**src/rsf_pkg.sv**
```systemverilog
package rsf_pkg;
    // clock and link timing
    localparam int CLK_HZ = 100_000_000;
    localparam int BAUD_BPS = 9600;
    localparam int BIT_CYCLES = CLK_HZ / BAUD_BPS;
    localparam int CHAR_BITS = 11;
    localparam int GAP_CHARS_X10 = 35;
    // frame geometry
    localparam int MAX_FRAME = 256;
    localparam int REG_COUNT_DEF = 17;
    localparam logic [8:0] MIN_FRAME = 9'h004;
    localparam logic [8:0] RD_LEN = 9'h008;
    localparam logic [8:0] WR_HDR = 9'h009;
    localparam logic [8:0] EXC_LEN = 9'h005;
    localparam logic [8:0] WR_REPLY = 9'h008;
    localparam logic [3:0] FRAME_BITS_LEFT = 4'ha;
    // addresses, function codes, error codes
    localparam logic [7:0] ADDR_MIN = 8'h01;
    localparam logic [7:0] ADDR_MAX = 8'hf7;
    localparam logic [7:0] FC_READ = 8'h03;
    localparam logic [7:0] FC_WRITE = 8'h10;
    localparam logic [7:0] FC_EXC_BIT = 8'h80;
    localparam logic [7:0] EXC_NONE = 8'h00;
    localparam logic [7:0] EXC_FUNC = 8'h01;
    localparam logic [7:0] EXC_ADDR = 8'h02;
    localparam logic [7:0] EXC_DATA = 8'h03;
    localparam logic [15:0] RD_MAX = 16'h007d;
    localparam logic [15:0] WR_MAX = 16'h007b;
    // check code
    localparam logic [15:0] CRC_INIT = 16'hffff;
    localparam logic [15:0] CRC_POLY = 16'ha001;
    localparam logic [15:0] CRC_GOOD = 16'h0000;

    typedef enum logic [1:0] {MS_RECV = 2'b00, MS_CHECK = 2'b01, MS_WRITE = 2'b10, MS_SEND = 2'b11} rsf_ms_e;
    typedef enum logic [1:0] {RC_IDLE = 2'b00, RC_START = 2'b01, RC_DATA = 2'b10} rsf_rc_e;
    typedef enum logic {TS_LOAD = 1'b0, TS_SHIFT = 1'b1} rsf_ts_e;
endpackage

```
**src/rsf_crc_if.sv**
```systemverilog
`timescale 1ns/100ps
interface rsf_crc_if;
    logic init;
    logic en;
    logic [7:0] data;
    logic [15:0] crc;
    modport eng (input init, input en, input data, output crc);
    modport user (output init, output en, output data, input crc);
endinterface

```
**src/rsf_crc16.sv**
```systemverilog
`timescale 1ns/100ps
module rsf_crc16 (
    input wire logic sys_clk_i, // system clock
    input wire logic rst_i,     // sync reset, high
    input wire logic ce_i,      // clock enable
    rsf_crc_if.eng c            // byte feed and result
);
    import rsf_pkg::*;

    // one byte per cycle, all eight shifts unrolled by the loop
    function automatic logic [15:0] crc_step(input logic [15:0] cin, input logic [7:0] d);
        logic [15:0] v;
        v = cin ^ {8'h00, d};
        for (int i = 0; i < 8; i++) begin
            v = v[0] ? ((v >> 1) ^ CRC_POLY) : (v >> 1);
        end
        return v;
    endfunction

    // running check register
    always_ff @(posedge sys_clk_i) begin
        if (rst_i) begin
            c.crc <= CRC_INIT;
        end else if (ce_i) begin
            if (c.init) begin
                c.crc <= CRC_INIT;
            end else if (c.en) begin
                c.crc <= crc_step(c.crc, c.data);
            end
        end
    end

    crc_init_a: assert property (@(posedge sys_clk_i) disable iff (rst_i || !ce_i) c.init |=> c.crc == CRC_INIT)
        else $error("check register not preset after init");
endmodule

```
**src/rsf_frame_handler.sv**
```systemverilog
// Function
// - characters are start 0, eight data bits lsb first, two stop 1s
// - first byte is the slave address, valid from 1 to 247
// - second byte is the function code selecting the operation
// - reply only when address byte equals own address, else stay silent
// - good addressed frame is executed and answered with its result
// - check code mismatch: discard, execute nothing, send nothing
// - every reply starts with the own address byte
// - normal reply echoes the received function code
// - code 03h reads consecutive 16-bit registers back to host
// - code 10h writes n 16-bit values into consecutive registers
// - check code: preset ffff, xor byte low, eight shifts with a001
// - other errors answered with function code plus 128 and error code
// - error 01h bad function, 02h bad address, 03h bad data value
// - check code sent last, low byte first
`timescale 1ns/100ps
module rsf_frame_handler #(
    parameter int BIT_CYC = rsf_pkg::BIT_CYCLES,   // clocks per bit
    parameter int REG_COUNT = rsf_pkg::REG_COUNT_DEF // implemented registers
) (
    input wire logic sys_clk_i,         // 100 MHz clock
    input wire logic rst_i,             // sync reset, high
    input wire logic ce_i,              // clock enable, freezes all
    input wire logic rx_i,              // serial line in
    input wire logic [7:0] own_addr_i,  // configured slave address
    input wire logic [15:0] rd_data_i,  // register store read data
    output logic tx_o,                  // serial line out
    output logic tx_oe_o,               // line driver enable, high drives
    output logic [15:0] rd_addr_o,      // register store read address
    output logic wr_en_o,               // register write strobe
    output logic [15:0] wr_addr_o,      // register write address
    output logic [15:0] wr_data_o       // register write data
);
    import rsf_pkg::*;

    localparam logic [23:0] BIT_C = 24'(BIT_CYC - 1);
    localparam logic [23:0] HALF_C = 24'(BIT_CYC / 2);
    localparam logic [23:0] GAP_C = 24'((BIT_CYC * CHAR_BITS * GAP_CHARS_X10) / 10 + 1);

    logic [7:0] frame_mem [MAX_FRAME];
    rsf_rc_e rc;
    logic [23:0] rcnt;
    logic [3:0] rbit;
    logic [7:0] rshift;
    logic rx_stb, rx_ferr;
    logic [23:0] idle_cnt;
    logic gap_stb;
    rsf_ms_e ms;
    rsf_ts_e ts;
    logic synced, bad;
    logic [8:0] len, tx_len, tidx;
    logic [7:0] fc, exc;
    logic [15:0] sa, cnt, widx, word;
    logic [23:0] tcnt;
    logic [3:0] tbits;
    logic [9:0] tshift;
    logic [7:0] fc_w, next_exc, next_byte;
    logic [15:0] sa_w, n_w;
    logic [16:0] end_w;
    logic [8:0] wr_ix;
    logic accept;

    rsf_crc_if rcrc();
    rsf_crc_if tcrc();

    rsf_crc16 u_rx_crc (.sys_clk_i(sys_clk_i), .rst_i(rst_i), .ce_i(ce_i), .c(rcrc));
    rsf_crc16 u_tx_crc (.sys_clk_i(sys_clk_i), .rst_i(rst_i), .ce_i(ce_i), .c(tcrc));

    // character receiver, samples mid-bit; second stop bit not checked
    always_ff @(posedge sys_clk_i) begin
        if (rst_i) begin
            rc <= RC_IDLE;
            rcnt <= 24'h000000;
            rbit <= 4'h0;
            rshift <= 8'h00;
            rx_stb <= 1'b0;
            rx_ferr <= 1'b0;
        end else if (ce_i) begin
            rx_stb <= 1'b0;
            case (rc)
                RC_IDLE: begin
                    if (!rx_i) begin
                        rc <= RC_START;
                        rcnt <= HALF_C;
                    end
                end
                RC_START: begin
                    if (rcnt != 24'h000000) begin
                        rcnt <= rcnt - 24'h000001;
                    end else begin
                        rc <= rx_i ? RC_IDLE : RC_DATA;
                        rcnt <= BIT_C;
                        rbit <= 4'h0;
                    end
                end
                RC_DATA: begin
                    if (rcnt != 24'h000000) begin
                        rcnt <= rcnt - 24'h000001;
                    end else if (rbit == 4'h8) begin
                        rx_stb <= 1'b1;
                        rx_ferr <= !rx_i;
                        rc <= RC_IDLE;
                    end else begin
                        rshift <= {rx_i, rshift[7:1]};
                        rbit <= rbit + 4'h1;
                        rcnt <= BIT_C;
                    end
                end
                default: rc <= RC_IDLE;
            endcase
        end
    end

    // idle gap timer, measured from the middle of the first stop bit of the last character
    always_ff @(posedge sys_clk_i) begin
        if (rst_i) begin
            idle_cnt <= 24'h000000;
            gap_stb <= 1'b0;
        end else if (ce_i) begin
            gap_stb <= 1'b0;
            if (rc != RC_IDLE || !rx_i) begin
                idle_cnt <= 24'h000000;
            end else if (idle_cnt != GAP_C) begin
                idle_cnt <= idle_cnt + 24'h000001;
                gap_stb <= (idle_cnt == GAP_C - 24'h000001);
            end
        end
    end

    // frame store; bytes past the end are dropped and mark the frame bad
    always_ff @(posedge sys_clk_i) begin
        if (ce_i && ms == MS_RECV && rx_stb && len != 9'(MAX_FRAME)) begin
            frame_mem[len[7:0]] <= rshift;
        end
    end

    // frame decode; stale bytes beyond len are masked by the length tests
    always_comb begin
        fc_w = frame_mem[1];
        sa_w = {frame_mem[2], frame_mem[3]};
        n_w = {frame_mem[4], frame_mem[5]};
        end_w = {1'b0, sa_w} + {1'b0, n_w};
        wr_ix = 9'h007 + {widx[7:0], 1'b0};
        accept = !bad && len >= MIN_FRAME && rcrc.crc == CRC_GOOD && frame_mem[0] == own_addr_i
            && own_addr_i >= ADDR_MIN && own_addr_i <= ADDR_MAX;
        next_exc = EXC_NONE;
        if (fc_w == FC_READ) begin
            if (len != RD_LEN || n_w == 16'h0000 || n_w > RD_MAX) begin
                next_exc = EXC_DATA;
            end else if (end_w > 17'(REG_COUNT)) begin
                next_exc = EXC_ADDR;
            end
        end else if (fc_w == FC_WRITE) begin
            if (len < WR_HDR || n_w == 16'h0000 || n_w > WR_MAX || frame_mem[6] != {n_w[6:0], 1'b0}
                || len != WR_HDR + {n_w[7:0], 1'b0}) begin
                next_exc = EXC_DATA;
            end else if (end_w > 17'(REG_COUNT)) begin
                next_exc = EXC_ADDR;
            end
        end else begin
            next_exc = EXC_FUNC;
        end
    end

    // reply byte for the current position
    always_comb begin
        if (tidx == 9'h000) begin
            next_byte = own_addr_i;
        end else if (tidx == 9'h001) begin
            next_byte = (exc != EXC_NONE) ? (fc | FC_EXC_BIT) : fc;
        end else if (tidx == tx_len - 9'h002) begin
            next_byte = tcrc.crc[7:0];
        end else if (tidx == tx_len - 9'h001) begin
            next_byte = tcrc.crc[15:8];
        end else if (exc != EXC_NONE) begin
            next_byte = exc;
        end else if (fc == FC_WRITE) begin
            next_byte = frame_mem[tidx[7:0]];
        end else if (tidx == 9'h002) begin
            next_byte = {cnt[6:0], 1'b0};
        end else if (tidx[0]) begin
            next_byte = rd_data_i[15:8];
        end else begin
            next_byte = word[7:0];
        end
    end

    // frame sequencer: collect, check, write, send
    always_ff @(posedge sys_clk_i) begin
        if (rst_i) begin
            ms <= MS_RECV;
            ts <= TS_LOAD;
            synced <= 1'b0;
            bad <= 1'b0;
            len <= 9'h000;
            fc <= 8'h00;
            exc <= 8'h00;
            sa <= 16'h0000;
            cnt <= 16'h0000;
            widx <= 16'h0000;
            word <= 16'h0000;
            tx_len <= 9'h000;
            tidx <= 9'h000;
            tcnt <= 24'h000000;
            tbits <= 4'h0;
            tshift <= 10'h3ff;
            tx_o <= 1'b1;
            tx_oe_o <= 1'b0;
            rd_addr_o <= 16'h0000;
            wr_en_o <= 1'b0;
            wr_addr_o <= 16'h0000;
            wr_data_o <= 16'h0000;
            rcrc.init <= 1'b0;
            rcrc.en <= 1'b0;
            rcrc.data <= 8'h00;
            tcrc.init <= 1'b0;
            tcrc.en <= 1'b0;
            tcrc.data <= 8'h00;
        end else if (ce_i) begin
            rcrc.init <= 1'b0;
            rcrc.en <= 1'b0;
            tcrc.init <= 1'b0;
            tcrc.en <= 1'b0;
            wr_en_o <= 1'b0;
            // bytes heard while busy mean we lost the frame start
            if (gap_stb) begin
                synced <= 1'b1;
            end else if (rx_stb && ms != MS_RECV) begin
                synced <= 1'b0;
            end
            case (ms)
                MS_RECV: begin
                    if (rx_stb) begin
                        rcrc.en <= 1'b1;
                        rcrc.data <= rshift;
                        if (len == 9'(MAX_FRAME)) begin
                            bad <= 1'b1;
                        end else begin
                            len <= len + 9'h001;
                        end
                        if (rx_ferr || !synced) begin
                            bad <= 1'b1;
                        end
                    end
                    if (gap_stb && len != 9'h000) begin
                        ms <= MS_CHECK;
                    end
                end
                MS_CHECK: begin
                    fc <= fc_w;
                    sa <= sa_w;
                    cnt <= n_w;
                    exc <= next_exc;
                    rd_addr_o <= sa_w;
                    widx <= 16'h0000;
                    tidx <= 9'h000;
                    ts <= TS_LOAD;
                    len <= 9'h000;
                    bad <= 1'b0;
                    rcrc.init <= 1'b1;
                    if (next_exc != EXC_NONE) begin
                        tx_len <= EXC_LEN;
                    end else if (fc_w == FC_WRITE) begin
                        tx_len <= WR_REPLY;
                    end else begin
                        tx_len <= EXC_LEN + {n_w[7:0], 1'b0};
                    end
                    if (!accept) begin
                        ms <= MS_RECV;
                    end else if (next_exc == EXC_NONE && fc_w == FC_WRITE) begin
                        ms <= MS_WRITE;
                    end else begin
                        ms <= MS_SEND;
                    end
                end
                MS_WRITE: begin
                    wr_en_o <= 1'b1;
                    wr_addr_o <= sa + widx;
                    wr_data_o <= {frame_mem[wr_ix[7:0]], frame_mem[wr_ix[7:0] + 8'h01]};
                    widx <= widx + 16'h0001;
                    if (widx == cnt - 16'h0001) begin
                        ms <= MS_SEND;
                    end
                end
                MS_SEND: begin
                    case (ts)
                        TS_LOAD: begin
                            if (tidx == tx_len) begin
                                tx_oe_o <= 1'b0;
                                tcrc.init <= 1'b1;
                                ms <= MS_RECV;
                            end else begin
                                tx_oe_o <= 1'b1;
                                tx_o <= 1'b0;
                                tshift <= {2'b11, next_byte};
                                tbits <= FRAME_BITS_LEFT;
                                tcnt <= BIT_C;
                                ts <= TS_SHIFT;
                                tidx <= tidx + 9'h001;
                                if (tidx < tx_len - 9'h002) begin
                                    tcrc.en <= 1'b1;
                                    tcrc.data <= next_byte;
                                end
                                // latch the word at its high byte, then fetch the next one
                                if (exc == EXC_NONE && fc == FC_READ && tidx >= 9'h003 && tidx[0]) begin
                                    word <= rd_data_i;
                                    rd_addr_o <= rd_addr_o + 16'h0001;
                                end
                            end
                        end
                        TS_SHIFT: begin
                            if (tcnt != 24'h000000) begin
                                tcnt <= tcnt - 24'h000001;
                            end else if (tbits == 4'h0) begin
                                ts <= TS_LOAD;
                            end else begin
                                tx_o <= tshift[0];
                                tshift <= {1'b1, tshift[9:1]};
                                tbits <= tbits - 4'h1;
                                tcnt <= BIT_C;
                            end
                        end
                        default: ts <= TS_LOAD;
                    endcase
                end
                default: ms <= MS_RECV;
            endcase
        end
    end

    // checks on the transmitter, the drop decisions and the write strobe
    line_idle_a: assert property (@(posedge sys_clk_i) disable iff (rst_i) !tx_oe_o |-> tx_o)
        else $error("line not released high");
    start_bit_a: assert property (@(posedge sys_clk_i) disable iff (rst_i) $rose(tx_oe_o) |-> !tx_o)
        else $error("reply did not open with a start bit");
    stop_bits_a: assert property (@(posedge sys_clk_i) disable iff (rst_i)
        (ms == MS_SEND && ts == TS_SHIFT && tbits < 4'h2) |-> tx_o)
        else $error("stop bit not high");
    crc_drop_a: assert property (@(posedge sys_clk_i) disable iff (rst_i || !ce_i)
        (ms == MS_CHECK && rcrc.crc != CRC_GOOD) |=> (ms == MS_RECV && !tx_oe_o))
        else $error("frame with bad check code not dropped");
    addr_drop_a: assert property (@(posedge sys_clk_i) disable iff (rst_i || !ce_i)
        (ms == MS_CHECK && frame_mem[0] != own_addr_i) |=> ms == MS_RECV)
        else $error("foreign frame not ignored");
    short_drop_a: assert property (@(posedge sys_clk_i) disable iff (rst_i || !ce_i)
        (ms == MS_CHECK && len < MIN_FRAME) |=> ms == MS_RECV)
        else $error("short frame not dropped");
    first_addr_a: assert property (@(posedge sys_clk_i) disable iff (rst_i || !ce_i)
        (ms == MS_SEND && ts == TS_LOAD && tidx == 9'h000 && tx_len != 9'h000) |=> tshift[7:0] == own_addr_i)
        else $error("reply does not start with own address");
    exc_func_a: assert property (@(posedge sys_clk_i) disable iff (rst_i || !ce_i)
        (ms == MS_SEND && ts == TS_LOAD && tidx == 9'h001 && exc != EXC_NONE) |=> tshift[7])
        else $error("error reply lacks the top function bit");
    write_win_a: assert property (@(posedge sys_clk_i) disable iff (rst_i)
        wr_en_o |-> (ms == MS_WRITE || ms == MS_SEND))
        else $error("register write outside a write command");

    reply_c: cover property (@(posedge sys_clk_i) disable iff (rst_i) $rose(tx_oe_o));
    write_c: cover property (@(posedge sys_clk_i) disable iff (rst_i) $rose(wr_en_o));
    exc_c: cover property (@(posedge sys_clk_i) disable iff (rst_i) ms == MS_SEND && exc != EXC_NONE);
endmodule

```
**config.mk**
```make
export PLATFORM = sky130hd
export DESIGN_NAME = rsf_frame_handler
export DESIGN_NICKNAME = d
export VERILOG_FILES = /design/src/rsf_pkg.sv /design/src/rsf_crc_if.sv /design/src/rsf_crc16.sv /design/src/rsf_frame_handler.sv
export SDC_FILE = /design/constraint.sdc
export NUM_CORES = 2
export LEC_CHECK = 0
export BUFFER_PORTS_ARGS = -buffer_cell sky130_fd_sc_hd__buf_2
export CAP_MARGIN = 15
export CORE_MARGIN = 5
export CORE_UTILIZATION = 35
export CTS_BUF_LIST = sky130_fd_sc_hd__clkbuf_4 sky130_fd_sc_hd__clkbuf_8
export CTS_CLUSTER_DIAMETER = 50
export DETAILED_ROUTE_END_ITERATION = 6
export HOLD_SLACK_MARGIN = 0.12
export PLACE_DENSITY_LB_ADDON = 0.15
export REMOVE_ABC_BUFFERS = 1
export SYNTH_ARGS = -nofsm -noshare
export SYNTH_HDL_FRONTEND = slang
export SYNTH_SLANG_ARGS = --single-unit
export TNS_END_PERCENT = 5
```
**constraint.sdc**
```tcl
create_clock -name sys_clk_i -period 5.3 [get_ports sys_clk_i]
set_input_delay 0.265 -clock sys_clk_i [delete_from_list [all_inputs] [get_ports sys_clk_i]]
set_output_delay 0.265 -clock sys_clk_i [all_outputs]
set_load 0.01 [all_outputs]
```
### Word-level counts from Yosys, hierarchy flattened

Memories as Yosys holds them, arrays and structs flattened. A register that Yosys moved wholly into a read port is not among the register bits.
Index checks and enable logic that the tools add are counted.

| word-level totals | value |
|---|---|
| flip-flop bits (word level) | 294 |
| latch bits | 0 |
| bits in writable memories | 2048 |
| ROM bits | 0 |
| input port bits | 28 |
| output and inout bits | 51 |
| logic and storage cells | 321 |
| memories | 1 |

| cells by class | value |
|---|---|
| $add $sub $neg | 18 |
| $mul | 0 |
| divide/modulo/power cells | 0 |
| order comparisons | 9 |
| equality and inequality tests | 43 |
| shifts and indexed selects | 0 |
| muxes and demuxes | 118 |
| bitwise gates (word level) | 22 |
| reduce and logical (&&, ||, !) cells | 73 |

Memories:

| name | words | bits a word | read ports | clocked after Yosys merged registers in | write ports | line | text |
|---|---|---|---|---|---|---|---|
| frame_mem | 256 | 8 | 10 | 3 | 1 | rsf_frame_handler.sv:40 | `logic [7:0] frame_mem [MAX_FRAME];` |

Operator list:

| operator | number |
|---|---|
| $mux W16 | 23 |
| $mux W24 | 9 |
| $mux W8 | 14 |
| $pmux W24 S3 | 1 |
| $pmux W16 S2 | 2 |
| $mux W9 | 6 |
| $not A2 Y3 | 16 |
| $pmux W24 S2 | 1 |
| $reduce_bool A24 Y1 | 2 |
| $sub A24 B1 Y24 const B | 2 |
| $pmux W9 S2 | 2 |
| $reduce_and A5 Y1 | 7 |
| $add A16 B1 Y16 const B | 2 |
| $gt A16 B7 Y1 const B | 2 |
| $logic_not A16 Y1 | 2 |
| $xor A16 B8 Y16 | 2 |
| $mux W1 | 30 |
| $mux W10 | 3 |
| $ne A2 B2 Y1 const B | 15 |
| $reduce_and A4 Y1 | 7 |
| $eq A9 B9 Y1 | 3 |
| $add A24 B1 Y24 const B | 1 |
| $eq A24 B19 Y1 const B | 1 |
| $mux W2 | 12 |
| other kinds (57) | 118 |

### Depth between registers and ports, before layout

| depth | value |
|---|---|
| depth after elaboration | 19 |
| depth in mapped cells | 19 |
| gate-level depth less buffers | 16 |

### Modules after synthesis

From an unflattened synthesis, not the netlist that was laid out.

| unflattened totals | value |
|---|---|
| cells, all modules | 6504 |
| area, all modules | 112449.1 um^2 |

By module, submodules not included:

| module | times used | cells each | area an instance (um^2) | seq. area each (um^2) |
|---|---|---|---|---|
| rsf_frame_handler | 1 | 6338 | 110832.5 | 67064.3 |
| rsf_crc16 | 2 | 83 | 808.3 | 320.3 |

### Worst setup path after synthesis

No wires, ideal clock.

| timing | value |
|---|---|
| path kind | reg-to-reg |
| from | register rshift[7] |
| to | memory frame_mem[0][7] (data pin) |
| library setup time | 862 ps |
| arrival | 3428 ps |
| data required time | 4438 ps |
| path slack | 1010 ps |
| cell stages (with the launch flop) | 1 |
| buffers on the path | 0 |
| period minus slack after synthesis | 4290 ps |
| path through | dfxtp_1 |

RTL lines:

| what | line | text |
|---|---|---|
| start, declared | rsf_frame_handler.sv:44 | `logic [7:0] rshift;` |
| start signal, assigned | rsf_frame_handler.sv:104 | `rshift <= {rx_i, rshift[7:1]};` |
| end, declared | rsf_frame_handler.sv:40 |  |

Straight into the memory's write port.

==> flow_summary.toml <==
[status]
status = "completed"

[synthesis]
ys_ff_latch = 2358
synth_edf_count = 2048
syn_avg_cell_area_um2 = 16.4
yosys.area.top_type = "edfxtp_1"
ys_types = 88
synth_area_um2 = 113000
synth_warnings = 0
synth_flop_cell = "edfxtp_1"
ys_seq_area_share_pct = 59.9
yosys.area.top_type_share_pct = 54.4
synthArstFlopShare_pct = 0
synth_area_leaders = "edfxtp_1, mux4_2, dfxtp_1, nor2_1, mux2i_1"
syn_inst = 6884

[min_path]
holdCritStartpoint = "ce_i"
min_path_cells = 5
hold_path_class = "primary input to flip-flop"
hold_path_end = "synced"

[routing]
wl_per_cell_um = 37.1
ant_nets = 0
drc = 0
vias = 73609
dr.pass1.iters = 6
postRouteWirelength_mm = 447
avgViaCountPerCell = 6.11
first_iter_violations = 9736

[critical_path]
r2r_slack_ps = 160
path_common_cell = "buf_4"
ff2ff_path_depth = 11
critPathLaunchType = "flip-flop"
r2r_end = "tshift[5]"
path_cells = "clkinv_2 -> buf_4 -> buf_4 -> mux4_2 -> a22o_1 -> nor3_1 -> o21ai_0 -> a21oi_2 -> nor4b_1 -> a211oi_1 -> o221ai_1"
worstPathArrival_ps = 6040
cpPeakStageDelay_ps = 710
worstSetupPathType = "flip-flop to flip-flop"
cpLargestDelayFamily = "compound AO/OA/AOI/OAI gates"
slowest_stage = "nor3_1"
path_buf_inv = 3
worst-path-max-fanout = 22
critPathRequiredTime_ps = 6200
cp-end-kind = "flip-flop"

[grt]
grt_pass1_vias = 72168
antenna_found_initial = 22
grt-ovfl-total = 0
grt_use_total_pct = 26.2
grt_pass1_wl_mm = 608
grt_max_degree = 164

[floorplan]
die_h_um = 578
num_rows = 208
die_x_um = 578
core_um2 = 321000
fp.dieArea_um2 = 334000
initial_core_util_pct = 35.2
io-pin-count = 79

[placement]
placed_area_um2 = 121000
port_buffers = 78
place_congestion = 0.965
dp_hpwl_mm = 312

[sta]
finalSetupViolCount = 0
drv_slew = 0
period_minus_slack_ps = 5140
worst_slew_pin_slew_ps = 1300
final-hold-violation-count = 0
rsz0062_at_grt = "false"
skew_ps = 70.0
slew_headroom_pct = 13.1
fmax_mhz = 194
post-route-period-util_pct = 97.1
holdWs_ps = 238

[run]
drv_cap = 0

[final_layout]
syn_to_final_growth_pct = 14.8
final_area_um2 = 130000
drive_above_1_share_pct = 31.5
final_util_pct = 40.3
nNetsFinal = 7491

[cts]
cts_sinks = 2358
cts_tree = "built"
cts.clk_slew.worst_paths_ps = 70
cts_max_level = 5
clkLatencyLatePin_ps = 1130
cts_buffers = 417
cts_max_path_buffers = 4
clockRootBuffer = "clkbuf_8"

[power]
power_leakage_nw = 42.6
ir_drop_uv = 190
p_per_area_nw_per_um2 = 291
==> worst register-to-register path: cells and delay by family, from the launching register on <==
family,cells,cell delay (ps)
buffers and inverters,3,1180
AOI/OAI and AO/OA,5,1740
DFF,1,480
and+or+nand+nor,2,840
muxes,1,690
==> per-stage QoR <==
step	setup slack, ps	instances	setup TNS, ps	total power [W]
after detailed placement	-582	11219	-1870	0.0206
after floorplan	-30560	6393	-1219880	0.0205
after CTS	31.3	12024	0	0.0381
after global placement	-740	11217	-2720	0.0206
final	155	12049	0	0.0378
after global routing	183	12036	0	0.0390
==> registers in the layout, summed over array words and instances (netlist names), 4 cells and up, named ones only <==
register and count:
len 9, tbits 4, rbit 4, tshift 8, tidx 9, frame_mem 2048, rd_addr_o 16, tcnt 24
wr_addr_o 16, tx_len 9, rcnt 24, u_tx_crc.c.crc 16, wr_data_o 16, u_rx_crc.c.crc 16, fc 8, cnt 16
idle_cnt 24, rcrc.data 8, sa 16, tcrc.data 8, word 8, rshift 8, widx 16
==> per-layer routing <==
layer  part of all wire (%)  track usage (%)  vias up
met5                  0.017                0        -
met4                    5.7             12.5       12
met2                     44             38.9     4252
met1                     40             35.7    39257
met3                     11             7.04      865
li1                       -                -    29223
==> placed cells by master, fill, tap and decap left out, drive strengths merged, types with 23 or more instances in the layout <==
master,n
inv,80
o22ai,34
nor2b,31
clkbuf,557
dfxtp,310
nor2,551
nand2b,27
xnor2,98
buf,531
ha,77
nand2,434
a22oi,93
nand4,65
clkinv,169
dlygate4sd3,41
and3,48
mux4,1132
xor2,103
a211oi,55
nor3,105
a31oi,46
nand3,159
mux2i,192
a22o,37
edfxtp,2048
o21ai,132
or3,23
a21oi,218
nor4,42
==> worst max-delay path by stage <==
stage              start  cells after the start             to
3_3_place_gp   flip-flop                     11      tshift[4]
4_1_cts        flip-flop                     10      tshift[2]
3_5_place_dp   flip-flop                     11      tshift[4]
6_report       flip-flop                     11      tshift[5]
5_1_grt        flip-flop                     11      tshift[5]
2_1_floorplan    widx[0]                     10  wr_data_o[15]
==> where the power goes <==
| part | total, W | internal [W] | switching, W | leakage, nW |
|---|---|---|---|---|
| Combinational | 0.000331 | 0.000113 | 0.000218 | 14.3 |
| Clock | 0.0175 | 0.00948 | 0.00803 | 4.46 |
| Sequential | 0.0199 | 0.0199 | 0.0000240 | 23.8 |
==> what timing repair did <==
item	4_1_cts	5_1_grt
gates resized for setup	6	0
setup buffers	0	3
setup endpoints to repair	5	5
hold buffers	42	0
endpoints found under the hold margin	236	0
gates cloned	0	0
==> area by class of cell <==
type	count	area, µm²
fill	29195	192000
sequential	2358	67800
multi-input combinational	3961	42900
clock buffer	557	6960
tap	4305	5390
timing repair buffer	572	4880
clock inverter	206	1510
inverter	74	280
antenna	16	40.0
==> synth_stat cells, types with 38 or more instances <==
cell and instances:
a21oi_1 217, nand2_1 434, edfxtp_1 2048, inv_1 69, nor3_1 104, a22oi_1 93, a31oi_1 46, nand4_1 65
mux2i_1 192, mux4_2 1132, nor2_1 551, dfxtp_1 310, xor2_1 102, buf_2 98, a211oi_1 47, clkbuf_1 260
buf_4 38, ha_1 77, o21ai_0 127, nand3_1 159, and3_1 48, nor4_1 42, xnor2_1 96, buf_1 59
==> logic make-up after synthesis <==
kind of cell,count (synthesis),synth area share [%]
DFF,2358,59.9
and+or+nand+nor,1562,6.27
muxes,1342,24.4
AOI/OAI and AO/OA,777,4.54
buffers and inverters,565,2.35
xor gates and xnor gates,201,1.59
adders and majority gates,79,0.888
(Power assumes the default switching activity.)
